File: src/chm_pkg.sv
// package of constants and carrier types for the coprocessor hang monitor
package chm_pkg;

  // ==========================================================
  // timing
  localparam int unsigned CLK_HZ          = 100_000_000;
  localparam int unsigned HANG_LIMIT_MS   = 1000;
  localparam int unsigned HANG_CYCLES     = (CLK_HZ / 1000) * HANG_LIMIT_MS;
  localparam int unsigned HANG_CNT_W      = 28;

  // ==========================================================
  // probe variants
  localparam logic [1:0] PROBE_FIRST  = 2'h0;
  localparam logic [1:0] PROBE_SECOND = 2'h1;
  localparam logic [1:0] PROBE_THIRD  = 2'h2;

  // ==========================================================
  // unit selection and hang enable reset value
  localparam int unsigned NUM_UNITS  = 4;
  localparam int unsigned UNIT_W     = 2;
  localparam logic        ENABLE_RST = 1'b1;

  // ==========================================================
  // field positions of one unit's pin snapshot (16 bits)
  localparam int unsigned PIN_W            = 16;
  localparam int unsigned PIN_RESET        = 0;
  localparam int unsigned PIN_NMI          = 1;
  localparam int unsigned PIN_INTR0        = 2;
  localparam int unsigned PIN_INTR1        = 3;
  localparam int unsigned PIN_INTR2        = 4;
  localparam int unsigned PIN_INTR3        = 5;
  localparam int unsigned PIN_HOLD         = 6;
  localparam int unsigned PIN_HOLD_ACK     = 7;
  localparam int unsigned PIN_READY        = 8;
  localparam int unsigned PIN_SYNC_READY   = 9;
  localparam int unsigned PIN_TEST         = 10;
  localparam int unsigned PIN_MIN_MAX      = 11;
  localparam int unsigned PIN_GRANT0       = 12;
  localparam int unsigned PIN_GRANT1       = 13;
  localparam int unsigned PIN_COPRO_ERR    = 14;
  localparam int unsigned PIN_COPRO_BUSY   = 15;
  localparam logic [15:0] PIN_RST_VAL      = 16'h0000;

  // raw pin levels of one unit, as they arrive at the probe
  typedef struct packed {
    logic reset_lvl;
    logic nmi;
    logic [3:0] intr;
    logic hold;
    logic hold_acknowledge;
    logic ready_lvl;
    logic sync_ready;
    logic test_n;
    logic min_max_select;
    logic bus_request_grant_0;
    logic bus_request_grant_1;
    logic coprocessor_error_n;
    logic coprocessor_busy_n;
    logic coprocessor_extension_request;
  } chm_pins_type;

  // coprocessor access indications
  typedef struct packed {
    logic int_active;
    logic ext_active;
  } chm_access_type;

  // hang timer state
  typedef enum logic [1:0] {
    HT_IDLE    = 2'b00,
    HT_TIMING  = 2'b01,
    HT_EXPIRED = 2'b11
  } chm_hang_state_type;

endpackage

File: src/chm_sync.sv
// two flip-flop synchroniser for a vector of pin levels
`timescale 1ns/10ps
`default_nettype none
module chm_sync #(
  parameter int unsigned WIDTH = 1
) (
  input  wire logic             i_clk_sys,
  input  wire logic             i_nrst,
  input  wire logic [WIDTH-1:0] i_async,
  output logic      [WIDTH-1:0] o_sync
);

  typedef struct packed {
    logic [WIDTH-1:0] meta;
    logic [WIDTH-1:0] sync;
  } chm_sync_st_type;

  chm_sync_st_type st_q;
  chm_sync_st_type st_d;

  // first stage feeds only the second
  always_comb begin
    st_d      = st_q;
    st_d.meta = i_async;
    st_d.sync = st_q.meta;
  end

  // state register
  always_ff @(posedge i_clk_sys or negedge i_nrst) begin
    if (!i_nrst) begin
      st_q <= '0;
    end else begin
      st_q <= st_d;
    end
  end

  assign o_sync = st_q.sync;

endmodule
`default_nettype wire

File: src/chm_hang_monitor.sv
// coprocessor hang monitor with pin status snapshot
// ==========================================================
// Functional notes
// - enabled access over one second signals time-out
// - first probe watches internal and external coprocessor
// - second probe watches external coprocessor only
// - enable write takes only bit zero
// - enable holds until written or reset
// - each time-out gives host a visible event
// - target reset hits probe, not coprocessors
// - snapshot shows present levels, nothing latched
// - snapshot per unit zero to three, or all
// - first probe min/max line reads one in minimum mode
// - third probe ready/error/busy active low
`timescale 1ns/10ps
`default_nettype none
module chm_hang_monitor
  import chm_pkg::*;
#(
  parameter logic [1:0]  PROBE_TYPE = PROBE_FIRST,
  parameter int unsigned HANG_COUNT = HANG_CYCLES
) (
  input  wire logic                        i_clk_sys,
  input  wire logic                        i_nrst,
  input  wire logic                        i_enable_wr,
  input  wire logic [7:0]                  i_enable_wdata,
  input  wire chm_access_type              i_access,
  input  wire logic                        i_target_reset,
  input  wire logic                        i_target_reset_enable,
  input  wire chm_pins_type [NUM_UNITS-1:0] i_pins,
  input  wire logic [UNIT_W-1:0]           i_unit_sel,
  input  wire logic                        i_unit_all,
  output logic                             o_coprocessor_hang_enable,
  output logic                             o_timeout_event,
  output logic                             o_timeout_active,
  output logic                             o_probe_reset,
  output logic                             o_coprocessor_reset,
  output logic [NUM_UNITS*PIN_W-1:0]       o_pin_status
);

  // ==========================================================
  // synchronise all pin inputs
  localparam int unsigned PINS_W = $bits(chm_pins_type);
  localparam int unsigned RAW_W  = NUM_UNITS * PINS_W + 3;

  logic [RAW_W-1:0] raw_s;

  chm_sync #(
    .WIDTH (RAW_W)
  ) u_sync (
    .i_clk_sys (i_clk_sys),
    .i_nrst    (i_nrst),
    .i_async   ({i_pins, i_access, i_target_reset}),
    .o_sync    (raw_s)
  );

  chm_pins_type [NUM_UNITS-1:0] pins_s;
  chm_access_type               acc_s;
  logic                         trst_s;

  assign pins_s = raw_s[RAW_W-1 -: NUM_UNITS*PINS_W];
  assign acc_s  = raw_s[2:1];
  assign trst_s = raw_s[0];

  // ==========================================================
  // module state
  typedef struct packed {
    logic                        enable;
    chm_hang_state_type          hstate;
    logic [HANG_CNT_W-1:0]       count;
    logic                        event_p;
    logic                        watched_prev;
    logic                        probe_rst;
    logic [NUM_UNITS*PIN_W-1:0]  status;
  } chm_st_type;

  chm_st_type st_q;
  chm_st_type st_d;

  localparam logic [HANG_CNT_W-1:0] LIMIT = HANG_COUNT[HANG_CNT_W-1:0];

  logic watched;
  logic [PIN_W-1:0] unit_word [NUM_UNITS];

  // access selection per probe variant
  always_comb begin
    if (PROBE_TYPE == PROBE_SECOND) begin
      watched = acc_s.ext_active;
    end else begin
      watched = acc_s.ext_active | acc_s.int_active;
    end
  end

  // ==========================================================
  // per unit snapshot formatting, present level only
  genvar g;
  generate
    for (g = 0; g < NUM_UNITS; g++) begin : g_unit
      always_comb begin
        unit_word[g] = '0;
        unit_word[g][PIN_RESET]      = pins_s[g].reset_lvl;
        unit_word[g][PIN_NMI]        = pins_s[g].nmi;
        unit_word[g][PIN_HOLD]       = pins_s[g].hold;
        unit_word[g][PIN_TEST]       = pins_s[g].test_n;
        if (PROBE_TYPE == PROBE_THIRD) begin
          // third probe: ready/error/busy active low
          unit_word[g][PIN_INTR0]      = pins_s[g].intr[0];
          unit_word[g][PIN_READY]      = pins_s[g].ready_lvl;
          unit_word[g][PIN_COPRO_ERR]  = pins_s[g].coprocessor_error_n;
          unit_word[g][PIN_COPRO_BUSY] = pins_s[g].coprocessor_busy_n;
          unit_word[g][PIN_SYNC_READY] =
            pins_s[g].coprocessor_extension_request;
        end else if (PROBE_TYPE == PROBE_SECOND) begin
          unit_word[g][PIN_INTR3:PIN_INTR0] = pins_s[g].intr;
          unit_word[g][PIN_READY]      = pins_s[g].ready_lvl;
          unit_word[g][PIN_SYNC_READY] = pins_s[g].sync_ready;
        end else begin
          unit_word[g][PIN_INTR0]      = pins_s[g].intr[0];
          unit_word[g][PIN_HOLD_ACK]   = pins_s[g].hold_acknowledge;
          unit_word[g][PIN_READY]      = pins_s[g].ready_lvl;
          // 1 in minimum mode, 0 in maximum mode
          unit_word[g][PIN_MIN_MAX]    = pins_s[g].min_max_select;
          unit_word[g][PIN_GRANT0]     = pins_s[g].bus_request_grant_0;
          unit_word[g][PIN_GRANT1]     = pins_s[g].bus_request_grant_1;
        end
      end
    end
  endgenerate

  // ==========================================================
  // next state
  always_comb begin
    st_d         = st_q;
    st_d.event_p = 1'b0;
    st_d.watched_prev = watched;
    // enable takes only the low bit
    if (i_enable_wr) begin
      st_d.enable = i_enable_wdata[0];
    end
    // hang timer
    case (st_q.hstate)
      HT_IDLE: begin
        st_d.count = '0;
        if (watched && st_q.enable) begin
          st_d.hstate = HT_TIMING;
        end
      end
      HT_TIMING: begin
        if (!watched || !st_q.enable) begin
          st_d.hstate = HT_IDLE;
          st_d.count  = '0;
        end else if (st_q.count == LIMIT - 1'b1) begin
          st_d.hstate  = HT_EXPIRED;
          st_d.event_p = 1'b1;
        end else begin
          st_d.count = st_q.count + 1'b1;
        end
      end
      HT_EXPIRED: begin
        if (!watched || !st_q.enable) begin
          st_d.hstate = HT_IDLE;
          st_d.count  = '0;
        end
      end
      default: begin
        st_d.hstate = HT_IDLE;
        st_d.count  = '0;
      end
    endcase
    // a new access restarts the count
    if (watched && !st_q.watched_prev) begin
      st_d.count = '0;
    end
    // target reset reaches the probe processor only
    st_d.probe_rst = trst_s & i_target_reset_enable;
    // unit selection of the snapshot
    st_d.status = '0;
    for (int u = 0; u < NUM_UNITS; u++) begin
      if (i_unit_all || (i_unit_sel == u[UNIT_W-1:0])) begin
        st_d.status[u*PIN_W +: PIN_W] = unit_word[u];
      end
    end
  end

  // ==========================================================
  // state register; enable comes out of reset set
  always_ff @(posedge i_clk_sys or negedge i_nrst) begin
    if (!i_nrst) begin
      st_q              <= '0;
      st_q.enable       <= ENABLE_RST;
      st_q.hstate       <= HT_IDLE;
      st_q.status       <= {NUM_UNITS{PIN_RST_VAL}};
    end else begin
      st_q <= st_d;
    end
  end

  // ==========================================================
  // outputs
  assign o_coprocessor_hang_enable = st_q.enable;
  assign o_timeout_event           = st_q.event_p;
  assign o_timeout_active          = (st_q.hstate == HT_EXPIRED);
  assign o_probe_reset             = st_q.probe_rst;
  assign o_coprocessor_reset       = 1'b0;
  assign o_pin_status              = st_q.status;

endmodule
`default_nettype wire

File: config.mk
export PLATFORM = sky130hd
export DESIGN_NAME = chm_hang_monitor
export DESIGN_NICKNAME = d
export VERILOG_FILES = /design/src/chm_pkg.sv /design/src/chm_sync.sv /design/src/chm_hang_monitor.sv
export SDC_FILE = /design/constraint.sdc
export NUM_CORES = 1
export LEC_CHECK = 0
export BUFFER_PORTS_ARGS = -buffer_cell sky130_fd_sc_hd__buf_2
export CAP_MARGIN = 0
export CORE_MARGIN = 4
export CORE_UTILIZATION = 30
export DETAILED_ROUTE_END_ITERATION = 12
export PLACE_DENSITY = 0.55
export SYNTH_ARGS = -nofsm -noshare
export SYNTH_HDL_FRONTEND = slang
export SYNTH_HIERARCHICAL = 1
export SYNTH_SLANG_ARGS = --single-unit
File: constraint.sdc
create_clock -name i_clk_sys -period 1.8 [get_ports i_clk_sys]
set_input_delay 0.36 -clock i_clk_sys [delete_from_list [all_inputs] [get_ports i_clk_sys]]
set_output_delay 0.36 -clock i_clk_sys [all_outputs]
set_load 0.02 [all_outputs]
# Word-level counts from Yosys, hierarchy flattened
# Cells that the tools add are included.
# W data, S select, Z words.
dict set report word_totals {
  wordCells 51
  reg_bits 240
  out_inout_bits 69
  input_bits 86
}
dict set report op_classes {
  muxes 14
  addsub 1
  eq_ne 11
  reduce_logical 14
  bitwise_logic 2
}
# op n
set ops {}
lappend ops {{$pmux W30 S3} 1}
lappend ops {{$mux W30} 2}
lappend ops {{$mux W14} 4}
lappend ops {{$mux W28} 2}
lappend ops {{$add A28 B1 Y28 const B} 1}
lappend ops {{$eq A28 B27 Y1 const B} 1}
lappend ops {{$eq A2 B2 Y1 const B} 3}
lappend ops {{$logic_or A1 B1 Y1} 5}
lappend ops {{$eq A2 B1 Y1 const B} 2}
lappend ops {{$logic_not A2 Y1} 2}
lappend ops {{$mux W2} 2}
lappend ops {{$ne A4 B4 Y1 const B} 1}
lappend ops {{$logic_not A1 Y1} 3}
lappend ops {{$mux W1} 3}
lappend ops {{$ne A3 B1 Y1 const B} 1}
lappend ops {{$ne A3 B3 Y1 const B} 1}
lappend ops {{$reduce_and A3 Y1} 1}
lappend ops {{$logic_and A1 B1 Y1} 2}
lappend ops {{$ne A2 B1 Y1 const B} 1}
lappend ops {{$ne A2 B2 Y1 const B} 1}
lappend ops {{$reduce_and A2 Y1} 1}
lappend ops {{$and A1 B1 Y1} 1}
lappend ops {{$or A1 B1 Y1} 1}

# Depth between registers and ports, before layout
# Gate-level depths: netlist (run 1).
dict set report depth {
  depth_word 6
  depth_mapped 7
  depth_no_buf 6
}

# Cells and area by module
# The synthesis (run 1) kept the hierarchy.
# mod instances area_per_inst_um2 seq_area_each_um2 cells_each
set by_module_without_submodules {}
lappend by_module_without_submodules {chm_sync 1 3553.4 3553.4 142}
lappend by_module_without_submodules {chm_hang_monitor 1 3529.6 1853.0 333}

# Worst setup path before layout (run 1)
# No wires, ideal clock.
dict set report synth_timing {
  path_kind {reg-to-reg}
  startpoint {register st_q[67] in the netlist's numbering}
  endpoint {register st_q[91] in the netlist's numbering}
  t_arrival_ps 1683
  stages_incl_launch_ff 8
  slack_ps 39
  path_buffers 1
  synth_period_minus_slack_ps 1761
  t_required_ps 1722
  setup_ps 78
  path_cell_list {dfrtp_1 > ha_1 > nand3_2 > nor3_4 > o21ai_2 > buf_6 > or4_1 > a21oi_1}
}
dict set report synth_via {
  elab_chain_len 5
  word_cells_on_any_way 8
  classes_between {1 x add/sub; 2 x eq/ne; 4 x mux; 1 x reduce/logical}
}
# element line
set synth_lines {}
lappend synth_lines {{start, declared} chm_hang_monitor.sv:77} ;# chm_st_type st_q;
lappend synth_lines {{start signal, assigned} chm_hang_monitor.sv:194} ;# st_q <= st_d;
lappend synth_lines {{$add A28 B1 Y28} chm_hang_monitor.sv:156} ;# st_d.count = st_q.count + 1'b1;
lappend synth_lines {{$mux W28} chm_hang_monitor.sv:152} ;# end else if (st_q.count == LIMIT - 1'b1) begin
lappend synth_lines {{$mux W30} chm_hang_monitor.sv:149} ;# if (!watched || !st_q.enable) begin
lappend synth_lines {{$pmux W30 S3} chm_hang_monitor.sv:141} ;# case (st_q.hstate)
lappend synth_lines {{$mux W28} chm_hang_monitor.sv:171} ;# if (watched && !st_q.watched_prev) begin
# Parallel ways exist; a longest one is shown, timed or not. The select of a mux whose other input is x is not followed.
# A chain may end at the register's enable or synchronous reset.

# Worst setup path after layout (run 1)
dict set report layout_timing {
  startpoint {register st_q[84] in the netlist's numbering}
  endpoint {register st_q[75] in the netlist's numbering}
}
dict set report layout_via {
  elab_chain_len 3
}
# element line
set layout_lines {}
lappend layout_lines {{$eq A28 B27 Y1} chm_hang_monitor.sv:152}
lappend layout_lines {{$ne A4 B4 Y1 (no line)} --}
lappend layout_lines {{$reduce_and A2 Y1 (no line)} --}
# Every way passes these cells.

==> summary.txt, run 1 <==
Detail Route Antenna Nets -> 0
Hold WS -> 0.0503 ns
Max clock buf depth -> 2
pwr dens -> 1080 nW/um2
max cap viols -> 0
CP required -> 2.10 ns
Worst Skew -> 0.0110 ns
grt total ovfl -> 0
Core ar. -> 18600 um2
Worst-path clk slew -> 0.07 ns
status -> finished, final reports clean
P&R area growth vs syn -> 23.9%
final worst path period share -> 98.8%
global placement routability congestion -> 0.794
1st-pass router iterations -> 4
critical path cell sequence -> nor4bb_4 -> nand3_2 -> o21ai_4 -> buf_4 -> buf_4 -> xor2_1 -> nor2_1
FF-to-FF setup slack -> 0.02 ns
fin worst setup slack -> 0.0221 ns
Setup-failing EPs final -> 0
synth warn -> 6
WL/cell -> 13.2 um
Final Instance Area -> 7040 um2
Setup CP Type -> register to register
Gate Count Post-Synth -> 419
ant diodes -> 0
dpl cell area -> 6280 um2
initial DRC count -> 178
depth of the CTS H-tree -> 4
hpwl dp -> 7110 um
via count -> 3296
final hold vios -> 0
DIE WIDTH -> 146 um
critical path capture point type -> register
Worst Tran Pin Value -> 0.596 ns
fillers -> 1791
Max transition margin -> 60.2%
LEAKAGE -> 3.27 nW
Avg Vias per Cell -> 4.23
drt total wl -> 10300 um
TritonCTS clock tree -> built
Port-buffer cells -> 94
IR drop worst, VDD -> 669 uV
worst min path class -> input port to register
vias in the first global route -> 3452
Syn Std Cell Area -> 5680 um2
Final nets -> 619
Crit path max-delay family -> simple AND/OR/NAND/NOR gates
Total GRT Usage -> 10.0%
root buffer cell -> clkbuf_16
Die Y -> 146 um
delay of the slowest cell on the worst path -> 0.43 ns
min Tclk post-route -> 1.78 ns
Worst Path Max Fanout -> 6
Place WS -> -0.0665 ns
clock latency at the later pin of the worst-skew pair -> 0.41 ns
layout cells sized above 1 -> 35.2%
FP Rows -> 50
Final Max Tran Viols -> 0
Slowest cell on crit path -> dfrtp_1
clock sinks -> 160
DRC viols -> 0
largest net degree at the start of global routing -> 49
die area -> 21200 um2
# IOs -> 155
Num CTS Buffers -> 17
initial core utilization -> 30.5%
Syn Area/Cell -> 13.6 um2
CP arrival -> 2.08 ns
number of antenna violations at the first check in global routing -> 0
Crit path top cell by count -> buf_4
unrepaired setup endpoints after global routing -> true
first-pass GRT wire length -> 17000 um
Peak Freq -> 562 MHz
startpoint types -> register
buffers plus inverters on the worst setup path -> 2
-- sequential cells by signal, indices dropped and copies added (netlist names) --
name and flops:
o_probe_reset 1, u_sync/st_d 43, o_pin_status 40, o_timeout_event 1, o_coprocessor_hang_enable 1, st_q 31
u_sync/o_sync 43
-- power by group --
part	switching (mW)	internal, mW	leakage (nW)	total [mW]
logic	0.291	0.145	1.02	0.436
clock network	1.45	1.92	0.279	3.37
registers	0.0417	3.76	1.97	3.80
total	1.78	5.82	3.27	7.60
-- layer usage --
layer,wire length [um],up-vias,GRT usage [%]
li1,-,1530,-
met3,466,9,3.46
met1,4320,1651,12.2
met4,121,0,3.61
met5,0,-,0
met2,5350,106,16.7
-- final timing paths --
| kind | from | end | depth (start not counted) |
|---|---|---|---|
| max reg2reg | st_q[84] | st_q[75] | 7 |
| max | st_q[84] | st_q[75] | 7 |
| min | i_access[0] | u_sync/st_d[1] | 1 |
| max in group asynchronous | i_nrst | o_pin_status[50] | 3 |
| min reg2reg | u_sync/st_d[52] | u_sync/o_sync[52] | 0 |
| min in group asynchronous | i_nrst | o_pin_status[61] | 2 |
-- worst reg2reg max path, stage by stage (launching register included) --
cell and delay, ns:
dfrtp_1 0.43, nor4bb_4 0.34, nand3_2 0.16, o21ai_4 0.27
buf_4 0.18, buf_4 0.11, xor2_1 0.14, nor2_1 0.05
-- area by class of cell --
class | instances | area [um2] | area share, %
sequential | 160 | 4010 | 56.9
multi-input combinational | 208 | 1320 | 18.7
timing repair buffer | 139 | 842 | 12.0
clock buffer | 21 | 470 | 6.68
tap | 234 | 293 | 4.16
clock inverter | 11 | 92.6 | 1.31
inverter | 6 | 22.5 | 0.320
-- cells in the final DEF, fill, tap and decap left out, types with 5 or more instances in the layout --
master     instances
nor3_1             6
dfrtp_1          158
clkbuf_16         17
buf_4             42
nor2b_1           31
nand4_1            7
and2_1            14
or4_1              5
or3_1              5
nand3_1           11
nand2_1           13
inv_1              6
a21oi_1           11
o21ai_0            7
o31ai_1            5
nor2_1            18
xor2_1            10
inv_6              6
buf_2             93
conb_1            25
-- timing repair --
action	in CTS	in global routing
gates cloned	0	1
hold buffers	1	0
setup endpoints to repair	10	15
gates resized for setup	11	9
hold endpoints to repair	31	0
pin swaps	8	9
setup buffers	8	5
-- metrics by stage --
| step | utilization (%) | setup TNS (ns) | power [mW] | instances |
|---|---|---|---|---|
| 2_1_floorplan | - | 0 | 4.18 | 443 |
| 3_3_place_gp | 33.7 | 0 | 4.30 | 732 |
| 3_5_place_dp | 33.7 | -0.206 | 4.31 | 732 |
| 4_1_cts | 37.3 | -0.00520 | 7.73 | 773 |
| 5_1_grt | 37.8 | -0.400 | 7.95 | 779 |
| 6_report | 37.8 | 0 | 7.60 | 779 |
(Power assumes the default switching activity.)
==> run 2, diff against run 1 <==
--- a/config.mk
+++ b/config.mk
@@ -8,9 +8,10 @@
 export BUFFER_PORTS_ARGS = -buffer_cell sky130_fd_sc_hd__buf_2
 export CAP_MARGIN = 0
 export CORE_MARGIN = 4
-export CORE_UTILIZATION = 30
+export CORE_UTILIZATION = 49
 export DETAILED_ROUTE_END_ITERATION = 12
-export PLACE_DENSITY = 0.55
+export PLACE_DENSITY = 0.8
+export SLEW_MARGIN = 10
 export SYNTH_ARGS = -nofsm -noshare
 export SYNTH_HDL_FRONTEND = slang
 export SYNTH_HIERARCHICAL = 1
==> run 2 against run 1 <==
  * The run now ends with negative setup slack left
  * Worst setup slack got worse by 0.10 ns
  * Sequential cell count did not move
  * Global-route usage up 5.7 points
  * Count of clock-buffer cells in the layout stayed put
  * Routed wire length decreased by 4.1%
  * Maximum frequency fell by 5.5%
  * Combinational power down 2%
  * Utilization grew 22 points
  * Via count shrank 2.3%
  * Largest power group unchanged
==> summary.txt, run 2 (synthesis results as in run 1) <==
delay of the slowest cell on the worst path -> 0.47 ns
DRC viols -> 0
LEAKAGE -> 3.21 nW
fin worst setup slack -> -0.0822 ns
Total GRT Usage -> 15.8%
via count -> 3220
Final Max Tran Viols -> 0
Max clock buf depth -> 2
P&R area growth vs syn -> 20.3%
crit path launch -> st_q[67]
Port-buffer cells -> 94
drt total wl -> 9830 um
WL/cell -> 14.6 um
critical path capture point type -> register
worst min path class -> input port to register
Core ar. -> 11400 um2
met2 GRT Util -> 26.5%
depth of the CTS H-tree -> 4
clock sinks -> 160
Tot Pwr -> 7.64 mW
min Tclk post-route -> 1.88 ns
# IOs -> 155
hpwl dp -> 6570 um
first-pass GRT wire length -> 16000 um
Peak Freq -> 531 MHz
global placement routability congestion -> 0.831
number of antenna violations at the first check in global routing -> 0
CP required -> 2.13 ns
M1 GR Usage -> 18.9%
status -> finished, violations left
Num CTS Buffers -> 17
Worst Path Max Fanout -> 8
initial DRC count -> 129
Crit path max-delay family -> simple AND/OR/NAND/NOR gates
Setup-failing EPs final -> 2
Final nets -> 605
final worst path period share -> 105%
Die Y -> 116 um
buffers plus inverters on the worst setup path -> 1
reg2reg start -> st_q[67]
die area -> 13400 um2
FP Rows -> 39
1st-pass router iterations -> 4
met3 usage -> 5.01%
Slowest cell on crit path -> or4_4
ant diodes -> 0
startpoint types -> register
TritonCTS clock tree -> built
grt total ovfl -> 0
dpl cells -> 636
Place WS -> -0.0965 ns
fin util -> 60.1%
Detail Route Antenna Nets -> 0
most frequent cells in the layout -> dfrtp_1, buf_2, nor2b_1
Setup CP Type -> register to register
critical path cell sequence -> ha_4 -> nand3_4 -> nor3_4 -> o21ai_4 -> buf_12 -> or4_4 -> a21oi_1
failing checks -> negative setup slack
commonest non-fill, non-tap cell in the layout -> dfrtp_1
initial core utilization -> 50.0%
global-route layer with the greatest usage -> met2
pwr dens -> 1120 nW/um2
IR drop worst, VDD -> 847 uV
Post-Layout Cell Count -> 673
Hold WS -> 0.0517 ns
Avg Vias per Cell -> 4.78
Hold Path Origin -> i_pins[62]
max cap viols -> 0
final hold vios -> 0
DIE WIDTH -> 116 um
Worst-path clk slew -> 0.06 ns
unrepaired setup endpoints after global routing -> true
vias in the first global route -> 3308
CP arrival -> 2.21 ns
largest net degree at the start of global routing -> 66
Worst Skew -> 0.00593 ns
root buffer cell -> clkbuf_16
clock latency at the later pin of the worst-skew pair -> 0.41 ns
layout cells sized above 1 -> 32.6%
==> run 2: cell types whose count changed in the layout (fill, tap and decap cells not counted), sizes merged <==
cell,before,now
buf,138,125
inv,14,6
clkinv,2,6
bufinv,0,2
a31o,2,1
clkinvlp,1,2
==> run 2: timing repair <==
| action | in CTS | in global routing |
|---|---|---|
| endpoints found under the hold margin | 36 | 0 |
| cloned | 0 | 0 |
| gates resized for setup | 7 | 6 |
| setup endpoints to repair | 12 | 12 |
| pin swaps | 2 | 4 |
| hold buffers | 1 | 0 |
| buffers inserted | 2 | 3 |
==> run 2: per-stage QoR <==
| step | cell area [um2] | setup TNS (ns) |
|---|---|---|
| floorplan | 5770 | 0 |
| global placement | 6120 | 0 |
| detailed placement | 6120 | -0.457 |
| CTS | 6770 | 0 |
| global route | 6830 | -0.615 |
| finish | 6830 | -0.139 |
==> run 2: report_power, final <==
group	switching, mW	leakage (nW)	internal, mW	total, mW
logic	0.287	0.960	0.139	0.426
clock network	1.32	0.279	2.10	3.42
registers	0.0419	1.97	3.76	3.80
total	1.64	3.21	6.00	7.64
==> run 2: metal layers <==
metal | up-vias | wire length (um)
met1 | 1590 | 3770
met5 | - | 0
met2 | 108 | 5150
met4 | 0 | 200
met3 | 23 | 701
li1 | 1499 | -
==> run 2: final cells by class <==
class                      instances  area (um2)
clock buffer                      21         460
clock inverter                    10         113
fill                             842        4540
inverter                           6        22.5
multi-input combinational        207        1290
sequential                       160        4010
tap                              143         179
timing repair buffer             126         757
==> run 2: worst register-to-register path, stage by stage (launching register included) <==
cell	delay, ns
dfrtp_1	0.39
ha_4	0.17
nand3_4	0.09
nor3_4	0.24
o21ai_4	0.12
buf_12	0.15
or4_4	0.47
a21oi_1	0.17
==> run 2: worst paths after layout <==
path                       depth (start not counted)                 to  slack (ns)
max                                                7           st_q[89]       -0.08
min                                                1    u_sync/st_d[65]        0.05
max reg2reg                                        7           st_q[89]       -0.08
min reg2reg                                        0  u_sync/o_sync[18]        0.34
max in group asynchronous                          3           st_q[84]        0.71
min in group asynchronous                          2      o_probe_reset        0.42
